## config.mk

```make
export PLATFORM = sky130hd
export DESIGN_NAME = vsms_top
export DESIGN_NICKNAME = d
export VERILOG_FILES = /design/src/vsms_pkg.sv /design/src/vsms_top.sv
export SDC_FILE = /design/constraint.sdc
export NUM_CORES = 1
export LEC_CHECK = 0
export BUFFER_PORTS_ARGS = -buffer_cell sky130_fd_sc_hd__buf_2
export CAP_MARGIN = 5
export CORE_MARGIN = 1
export CORE_UTILIZATION = 39
export CTS_BUF_LIST = sky130_fd_sc_hd__clkbuf_4 sky130_fd_sc_hd__clkbuf_8
export CTS_CLUSTER_DIAMETER = 120
export CTS_CLUSTER_SIZE = 10
export DETAILED_ROUTE_END_ITERATION = 10
export HOLD_SLACK_MARGIN = 0.02
export PLACE_DENSITY = 0.53
export RECOVER_POWER = 100
export SYNTH_ARGS = -nofsm -noshare
export SYNTH_HDL_FRONTEND = slang
export SYNTH_SLANG_ARGS = --single-unit
```

## constraint.sdc

```tcl
create_clock -name clk -period 13.2 [get_ports clk]
set_input_delay 2.64 -clock clk [delete_from_list [all_inputs] [get_ports clk]]
set_output_delay 2.64 -clock clk [all_outputs]
set_load 0.01 [all_outputs]
```

## src/vsms_pkg.sv

```systemverilog
/*
 Package for the slew-mode sequencer: timing, table constants,
 register map, state and level encodings, pin carrier struct.
 Assumes a 100 MHz core clock and pre-decoded multi-level pins.
*/
// Overview of operation
// - Soft-shutdown lowers code one step every four slew periods.
// - At zero code force low side on, high side off, reference off.
// - Undervoltage, overvoltage or thermal fault starts shutdown, sets fault latch.
// - Fault latch clears only by power-down toggle or supply below 1V.
// - Power-down low starts soft-shutdown to safe drives; skip, offset and on-time outputs still follow their pins.
// - Normal mode targets the table-selected VID code without offset.
// - Skip at reference or ground enters pulse skipping, blanks upper good threshold.
// - Deep-sleep window adds the offset steps to the VID code.
// - Suspend at reference or high uses suspend code, disables offset.
// - After enable and reference ready, ramp up from zero in steps.
// - Startup picks VID decoder if suspend is ground, else suspend decoder.
// - Table select high picks mobile table, low picks desktop table.
// - VID change while active starts a transition to the new level.
// - On-time and suspend code pins are static four-level inputs.
// - Suspend entry blanks good and undervoltage until 24 ticks after arrival.
// - Suspend at reference picks upper range, high picks lower range.
// - Power good freezes during transitions, resumes 24 ticks after final code.
// - Start and suspend moves go one step per slew period, shutdown one step per four.
// - Falling transitions take two extra slew periods.
// - Slew period programmable from 1.0us to 10us.
// - Power good stays low at least 3ms after power-up target reached.
// - Power-down falling drives power good low at once.
package vsms_pkg;

    // ======================================================
    // Timing
    localparam int CLK_PERIOD_NS = 10;
    localparam int SLEW_MIN_NS = 1000;
    localparam int SLEW_MAX_NS = 10000;
    localparam int SLEW_MIN_CYC = (SLEW_MIN_NS + CLK_PERIOD_NS - 1) / CLK_PERIOD_NS;
    localparam int SLEW_MAX_CYC = SLEW_MAX_NS / CLK_PERIOD_NS;
    localparam int PU_DELAY_US = 3000;
    localparam int PU_DELAY_CYC = (PU_DELAY_US * 1000 + CLK_PERIOD_NS - 1) / CLK_PERIOD_NS;
    localparam logic [1:0] DOWN_STEP_TICKS = 2'h3;
    localparam logic [4:0] BLANK_TICKS = 5'h18;
    localparam logic [1:0] FALL_SYNC_TICKS = 2'h2;

    // ======================================================
    // Code tables, in units of one 25mV step
    localparam int STEP_MV = 25;
    localparam logic [6:0] MOB_HI_TOP = 7'h46;
    localparam logic [6:0] MOB_LO_TOP = 7'h37;
    localparam logic [6:0] DSK_TOP = 7'h4a;
    localparam logic [4:0] VID_OFF_CODE = 5'h1f;
    localparam logic [6:0] SUS_UPPER_TOP = 7'h3a;
    localparam logic [6:0] SUS_LOWER_TOP = 7'h2a;

    // ======================================================
    // Register map (byte offsets) and reset values
    localparam logic [3:0] REG_SLEW_DIV = 4'h0;
    localparam logic [3:0] REG_STATUS = 4'h4;
    localparam logic [15:0] SLEW_DIV_RST = 16'h00c8;
    localparam int ST_POS_DAC = 0;
    localparam int ST_POS_GOOD = 8;
    localparam int ST_POS_FAULT = 9;
    localparam int ST_POS_STATE = 12;

    // ======================================================
    // Encodings
    typedef enum logic [1:0] {
        LVL_GND = 2'b00,
        LVL_REF = 2'b01,
        LVL_HIGH = 2'b10,
        LVL_OPEN = 2'b11
    } vsms_lvl_e;

    typedef enum logic [2:0] {
        ST_OFF = 3'b000,
        ST_RAMP = 3'b001,
        ST_RUN = 3'b010,
        ST_DOWN = 3'b011,
        ST_PARK = 3'b100
    } vsms_state_e;

    // Pin bundle, already level-decoded by the analog front end
    typedef struct packed {
        logic power_down_n;
        logic ref_ok;
        logic supply_ok;
        logic table_select;
        vsms_lvl_e sus_level;
        vsms_lvl_e skip_level;
        vsms_lvl_e on_time_select;
        logic offset_window;
        logic [3:0] offset_input;
        logic [4:0] vid_bits;
        vsms_lvl_e [1:0] suspend_code_bits;
        logic undervoltage_trip;
        logic overvoltage_trip;
        logic thermal_trip;
        logic good_low_ok;
        logic good_high_ok;
    } vsms_pins_s;

endpackage

```

## src/vsms_top.sv

```systemverilog
/*
 Slew-mode sequencer core: target selection, 25mV code stepping,
 soft start, soft shutdown, fault latch, power-good blanking and a
 small register port. Assumes pins arrive asynchronously as decoded
 level codes and that the analog DAC and gate drivers follow outputs.
*/
`timescale 1ns/100ps
module vsms_top #(
    parameter int PU_CYCLES = vsms_pkg::PU_DELAY_CYC
) (
    input wire logic clk,
    input wire logic reset_n,
    input wire vsms_pkg::vsms_pins_s pins,
    input wire logic [3:0] reg_addr,
    input wire logic [15:0] reg_wdata,
    input wire logic reg_wr,
    input wire logic reg_rd,
    output logic [15:0] reg_rdata,
    output logic [6:0] dac_code,
    output logic ref_enable,
    output logic switching_enable,
    output logic low_side_drive,
    output logic high_side_drive,
    output logic pulse_skip,
    output logic offset_enable,
    output logic fault_latched,
    output logic power_good,
    output logic [1:0] on_time_level
);
    import vsms_pkg::*;

    // ======================================================
    // Table decoders
    function automatic logic [6:0] vid_units(input logic mobile, input logic [4:0] d);
        logic [6:0] r;
        r = 7'h00;
        if (d == VID_OFF_CODE && !mobile) begin
            r = 7'h00;
        end else if (mobile && !d[4]) begin
            r = MOB_HI_TOP - {2'b00, d[3:0], 1'b0};
        end else if (mobile) begin
            r = MOB_LO_TOP - {2'b00, d};
        end else begin
            r = DSK_TOP - {2'b00, d};
        end
        return r;
    endfunction

    function automatic logic [6:0] sus_units(input logic lower, input vsms_lvl_e [1:0] s);
        logic [6:0] top;
        top = lower ? SUS_LOWER_TOP : SUS_UPPER_TOP;
        return top - {2'b00, s[1], s[0], 1'b0};
    endfunction

    // ======================================================
    // Pin synchronizers, two flops
    vsms_pins_s meta_q;
    vsms_pins_s pin_q;

    // Two-stage capture of all asynchronous pins
    always_ff @(posedge clk or negedge reset_n) begin
        if (!reset_n) begin
            meta_q <= '0;
            pin_q <= '0;
        end else begin
            meta_q <= pins;
            pin_q <= meta_q;
        end
    end

    // ======================================================
    // Register port
    logic [15:0] slew_div_q;
    logic [15:0] rdata_q;
    vsms_state_e state_q;
    logic [6:0] dac_q;
    logic fault_q;
    logic good_q;

    // Slew divider write, clamped to the legal range
    always_ff @(posedge clk or negedge reset_n) begin
        if (!reset_n) begin
            slew_div_q <= SLEW_DIV_RST;
        end else if (reg_wr && reg_addr == REG_SLEW_DIV) begin
            if (reg_wdata < 16'(SLEW_MIN_CYC)) begin
                slew_div_q <= 16'(SLEW_MIN_CYC);
            end else if (reg_wdata > 16'(SLEW_MAX_CYC)) begin
                slew_div_q <= 16'(SLEW_MAX_CYC);
            end else begin
                slew_div_q <= reg_wdata;
            end
        end
    end

    // Read data, one cycle after the strobe, zero otherwise
    always_ff @(posedge clk or negedge reset_n) begin
        if (!reset_n) begin
            rdata_q <= 16'h0000;
        end else if (reg_rd && reg_addr == REG_SLEW_DIV) begin
            rdata_q <= slew_div_q;
        end else if (reg_rd && reg_addr == REG_STATUS) begin
            rdata_q <= 16'h0000;
            rdata_q[ST_POS_DAC +: 7] <= dac_q;
            rdata_q[ST_POS_GOOD] <= good_q;
            rdata_q[ST_POS_FAULT] <= fault_q;
            rdata_q[ST_POS_STATE +: 3] <= state_q;
        end else begin
            rdata_q <= 16'h0000;
        end
    end

    // ======================================================
    // Slew clock tick
    logic [15:0] div_cnt_q;
    logic tick_q;

    // One-cycle tick every slew_div_q core cycles
    always_ff @(posedge clk or negedge reset_n) begin
        if (!reset_n) begin
            div_cnt_q <= 16'h0000;
            tick_q <= 1'b0;
        end else if (div_cnt_q >= slew_div_q - 16'h0001) begin
            div_cnt_q <= 16'h0000;
            tick_q <= 1'b1;
        end else begin
            div_cnt_q <= div_cnt_q + 16'h0001;
            tick_q <= 1'b0;
        end
    end

    // ======================================================
    // Target selection
    logic suspend;
    logic skipping;
    logic use_offset;
    logic [6:0] vid_tgt;
    logic [6:0] tgt;

    assign suspend = pin_q.sus_level != LVL_GND;
    assign skipping = pin_q.skip_level == LVL_REF || pin_q.skip_level == LVL_GND;
    assign use_offset = !suspend && pin_q.offset_window;
    assign vid_tgt = vid_units(pin_q.table_select, pin_q.vid_bits);

    // Mux among VID, VID plus offset and suspend sources
    always_comb begin
        if (suspend) begin
            tgt = sus_units(pin_q.sus_level == LVL_HIGH, pin_q.suspend_code_bits);
        end else if (use_offset && vid_tgt != 7'h00) begin
            tgt = vid_tgt + {3'b000, pin_q.offset_input};
        end else begin
            tgt = vid_tgt;
        end
    end

    // ======================================================
    // Sequencer
    logic [1:0] wait_q;
    logic moving;
    logic [4:0] blank_q;
    logic blanked;
    logic fault_set;
    logic go_down;
    logic [18:0] pu_q;

    assign moving = dac_q != tgt;
    assign blanked = moving || blank_q != 5'h00;
    assign fault_set = (state_q == ST_RAMP || state_q == ST_RUN)
        && ((pin_q.undervoltage_trip && !blanked) || pin_q.overvoltage_trip
        || pin_q.thermal_trip);
    assign go_down = !pin_q.power_down_n || fault_q || fault_set;

    // State and stepped code
    always_ff @(posedge clk or negedge reset_n) begin
        if (!reset_n) begin
            state_q <= ST_OFF;
            dac_q <= 7'h00;
            wait_q <= 2'h0;
        end else begin
            unique case (state_q)
                ST_OFF: begin
                    dac_q <= 7'h00;
                    wait_q <= 2'h0;
                    if (pin_q.power_down_n && !fault_q && pin_q.ref_ok) begin
                        state_q <= ST_RAMP;
                    end
                end
                ST_RAMP, ST_RUN: begin
                    if (go_down) begin
                        state_q <= ST_DOWN;
                        wait_q <= 2'h0;
                    end else if (tick_q) begin
                        if (dac_q < tgt) begin
                            dac_q <= dac_q + 7'h01;
                            wait_q <= 2'h0;
                        end else if (dac_q > tgt) begin
                            if (wait_q < FALL_SYNC_TICKS) begin
                                wait_q <= wait_q + 2'h1;
                            end else begin
                                dac_q <= dac_q - 7'h01;
                            end
                        end else begin
                            wait_q <= 2'h0;
                            state_q <= ST_RUN;
                        end
                    end
                end
                ST_DOWN: begin
                    if (tick_q) begin
                        if (dac_q == 7'h00) begin
                            state_q <= ST_PARK;
                        end else if (wait_q == DOWN_STEP_TICKS) begin
                            dac_q <= dac_q - 7'h01;
                            wait_q <= 2'h0;
                        end else begin
                            wait_q <= wait_q + 2'h1;
                        end
                    end
                end
                ST_PARK: begin
                    if (pin_q.power_down_n && !fault_q) begin
                        state_q <= ST_OFF;
                    end
                end
                default: begin
                    state_q <= ST_OFF;
                end
            endcase
        end
    end

    // Fault latch, set wins over clear
    always_ff @(posedge clk or negedge reset_n) begin
        if (!reset_n) begin
            fault_q <= 1'b0;
        end else if (fault_set) begin
            fault_q <= 1'b1;
        end else if (!pin_q.power_down_n || !pin_q.supply_ok) begin
            fault_q <= 1'b0;
        end
    end

    // Blanking counter, restarts while the code moves
    always_ff @(posedge clk or negedge reset_n) begin
        if (!reset_n) begin
            blank_q <= 5'h00;
        end else if (moving) begin
            blank_q <= BLANK_TICKS;
        end else if (tick_q && blank_q != 5'h00) begin
            blank_q <= blank_q - 5'h01;
        end
    end

    // Power-up hold-off, counted from target reached
    always_ff @(posedge clk or negedge reset_n) begin
        if (!reset_n) begin
            pu_q <= 19'h00000;
        end else if (state_q != ST_RUN) begin
            pu_q <= 19'(PU_CYCLES);
        end else if (pu_q != 19'h00000) begin
            pu_q <= pu_q - 19'h00001;
        end
    end

    // Power good, frozen while blanked
    always_ff @(posedge clk or negedge reset_n) begin
        if (!reset_n) begin
            good_q <= 1'b0;
        end else if (go_down || state_q != ST_RUN) begin
            good_q <= 1'b0;
        end else if (pu_q != 19'h00000) begin
            good_q <= 1'b0;
        end else if (!blanked) begin
            good_q <= pin_q.good_low_ok && (skipping || pin_q.good_high_ok);
        end
    end

    // ======================================================
    // Output registers
    always_ff @(posedge clk or negedge reset_n) begin
        if (!reset_n) begin
            ref_enable <= 1'b0;
            switching_enable <= 1'b0;
            low_side_drive <= 1'b1;
            high_side_drive <= 1'b0;
            pulse_skip <= 1'b0;
            offset_enable <= 1'b0;
            on_time_level <= 2'b00;
        end else begin
            // Reference stays up through the ramp-down, drops only once parked
            ref_enable <= state_q == ST_RAMP || state_q == ST_RUN || state_q == ST_DOWN
                || (state_q == ST_OFF && pin_q.power_down_n && !fault_q);
            switching_enable <= state_q == ST_RAMP || state_q == ST_RUN
                || state_q == ST_DOWN;
            low_side_drive <= state_q == ST_OFF || state_q == ST_PARK;
            high_side_drive <= 1'b0;
            pulse_skip <= skipping;
            offset_enable <= use_offset;
            on_time_level <= pin_q.on_time_select;
        end
    end

    assign reg_rdata = rdata_q;
    assign dac_code = dac_q;
    assign fault_latched = fault_q;
    assign power_good = good_q;

endmodule

```

==> results.yml <==
timing:
  rsz0062_at_grt: "false"
  period_share_pct: 46.3
  setup_viol: 0
  fin_skew_ns: 0.0132
  fin_crit_ns: 6.11
  drv_slew: 79
  relSlewSlack_pct: -170
  fmax_ghz: 0.164
  hold_viol_final: 0
  setup_tns_ns: 0
  worstMarginPinSlew_ns: 4.05
cts:
  cts-resized-gates: 0
  cts-root-buf: "clkbuf_8"
  path_clk_slew_ns: 0.09
  cts_buffers: 17
  clock_latency_ns: 0.45
  clock_path_buffers: 2
  cts_setup_buffers: 0
  hold_buffers: 0
  cts_tree: "yes"
  clock_sinks: 150
  htreeDepth: 4
layout:
  area_delta_synth_final_pct: 12.7
  stdcell_area_sq_um: 8450
  nets: 902
  fillers: 1813
  n_antenna_cell: 0
  drive_above_1_share_pct: 12.5
floorplanning:
  dieArea_sq_um: 19800
  ioPinCount: 86
  core_sq_um: 18800
  die_height_um: 141
  row_count: 50
  start_util_pct: 39.9
  die_w_um: 141
worst_setup_path:
  critPathLaunchType: "input pin"
  max_stage_delay_ns: 2.80
  path_max_fanout: 78
  crit_required_ns: 13.66
  arrival_ns: 6.57
  crit_family: "buffers and inverters"
  cp_num_buf_inv: 2
  critPathCaptureType: "asynchronous set/reset pin"
  critPathSlowestCell: "clkbuf_1"
  critPathKind: "input pin to asynchronous set/reset pin"
  crit_chain: "clkbuf_1, buf_4"
logic_synthesis:
  synthCells: 722
  synth_area_per_cell_sq_um: 10.4
  async_reset_ff_share_pct: 100
  synth.yosys.seq_area_share_pct: 50.1
  synth-main-ff-cell: "dfrtp_1"
  yosys.area.top_type: "dfrtp_1"
  synth_cell_types: 76
  synth.net_count: 821
  synthTopCellsByArea: "dfrtp_1, ha_1, nor2_1"
  ys_seq_elements: 150
  syn_area_sq_um: 7500
  synth_warnings: 0
  yosysTopAreaCellShare_pct: 48.7
  synth-edff-count: 0
drt:
  drc: 0
  drtIter0Drc: 397
  drt_wl_total_mm: 17.4
  drt_first_pass_iters: 5
  via_per_inst: 5.28
  wl_per_cell_um: 16.6
  route.antenna.remaining_nets: 0
  via_count: 5548
grt:
  grt_pass1_wl_mm: 28.9
  grt.overflow.total: 0
  track_usage_pct: 18.9
  antenna_found_initial: 0
  grt_max_degree: 79
  first_global_vias: 5661
power_and_ir_drop:
  power_density_nw_per_um2: 162
  leakagePower_nw: 3.76
  power_w: 0.00137
  peakVddDrop_v: 0.0000617
outcome:
  status: "complete, but fails checks"
  violations: "max-capacitance violations, max-slew violations"
flow_run:
  cap_violations: 1
min_path:
  min_path_type: "flop to flop"
placed_design:
  place_area_sq_um: 8120
  gp_congestion: 0.878
  post-dp-hpwl_mm: 12.3
  port-buffer-count: 83
cells by family (layout without fill, tap and decap cells):
kind of cell / after synthesis / in the layout / share of synthesized area (%)
XOR/XNOR: 49 / 49 / 5.73
buffers and inverters: 53 / 147 / 2.97
flip-flops: 150 / 150 / 50.1
AO/OA/AOI/OAI: 140 / 140 / 12.7
other: 1 / 1 / 0.0500
multiplexers: 20 / 20 / 2.75
adder cells (fa/ha/maj): 46 / 46 / 7.78
AND/OR/NAND/NOR: 263 / 263 / 17.9
synth_stat cells (4+ instances only):
library cell and n:
a2111oi_0 4, a21o_1 9, a21oi_1 44, a22o_1 4, a22oi_1 4, and2_1 22, and3_1 4, and4_1 5
buf_2 5, clkbuf_1 15, dfrtp_1 146, dfstp_2 4, ha_1 45, inv_1 28, mux2_2 5, mux2i_1 15
nand2_1 68, nand2b_1 8, nand3_1 13, nand3b_1 5, nand4_1 10, nor2_1 70, nor2b_1 6, nor3_1 19
nor4_1 5, o21ai_0 25, o31ai_1 6, or3_1 8, xnor2_1 29, xor2_1 20
worst paths after layout:
kind	startpoint	end	slack, ns	cells past startpoint
max	reset_n	meta_q[3]	7.09	2
min reg2reg	meta_q[18]	pin_q[18]	0.35	0
min	meta_q[18]	pin_q[18]	0.35	0
max reg2reg	pin_q[25]	dac_code[4]	7.73	17
max in group clk	pin_q[25]	dac_code[4]	7.73	17
min in group asynchronous	reset_n	pin_q[14]	3.60	1
through the flow:
stage,util (%),instances,setup WS [ns],hold slack [ns]
after floorplan,-,722,8.81,0.331
after global placement,43.3,1018,8.13,0.332
after detailed placement,43.3,1018,8.10,0.335
after CTS,45.6,1050,8.05,0.353
after global routing,45.0,1050,6.10,0.361
final,45.0,1050,7.09,0.353
worst reg2reg max path, delay by kind of cell (launching register included):
kind / cells / cell delay, ns
AO/OA/AOI/OAI: 9 / 2.81
flip-flops: 1 / 0.64
adder cells (fa/ha/maj): 2 / 0.45
multiplexers: 1 / 0.39
AND/OR/NAND/NOR: 5 / 1.07
layout by cell type, fill, tap and decap left out, drive strengths merged, types with 5 or more instances in the layout:
master and n:
inv 34, nor4 6, and3 5, buf 52, dfrtp 146, and2 22, nand4 10, a21o 9
or4 5, o31ai 6, xnor2 29, or3 9, mux2i 15, and4 5, nand3b 5, ha 45
nand3 13, xor2 20, nor2 70, clkbuf 53, mux2 5, o21ai 25, a21oi 44, nand2b 8
nor2b 6, nor3 20, nand2 68
sequential cells by signal (all words and copies together), names as in the netlist, 2 cells and up:
name	flops
meta_q	28
pin_q	28
pu_q	19
div_cnt_q	16
reg_rdata	16
slew_div_q	16
dac_code	7
blank_q	5
state_q	3
on_time_level	2
wait_q	2
routing by layer:
| layer | part of all wire [%] | track usage, % |
|---|---|---|
| met5 | 0 | 0 |
| met4 | 1.7 | 6.98 |
| met3 | 4.1 | 3.80 |
| met2 | 48 | 31.4 |
| met1 | 46 | 24.3 |
area by class of cell:
type	count	area [sq um]	area share, %
clock buffer	18	241	2.86
clock inverter	14	189	2.24
inverter	28	105	1.24
multi-input combinational	519	3470	41.0
sequential	150	3760	44.5
tap	234	293	3.47
timing repair buffer	87	397	4.69
report_power, final:
part           switching [W]  internal, W  leakage (nW)
clock               0.000190     0.000195         0.217
sequential         0.0000737     0.000517          1.84
combinational       0.000232     0.000164          1.71
total               0.000496     0.000876          3.76
No activity file was read; power rests on OpenSTA's default activity.
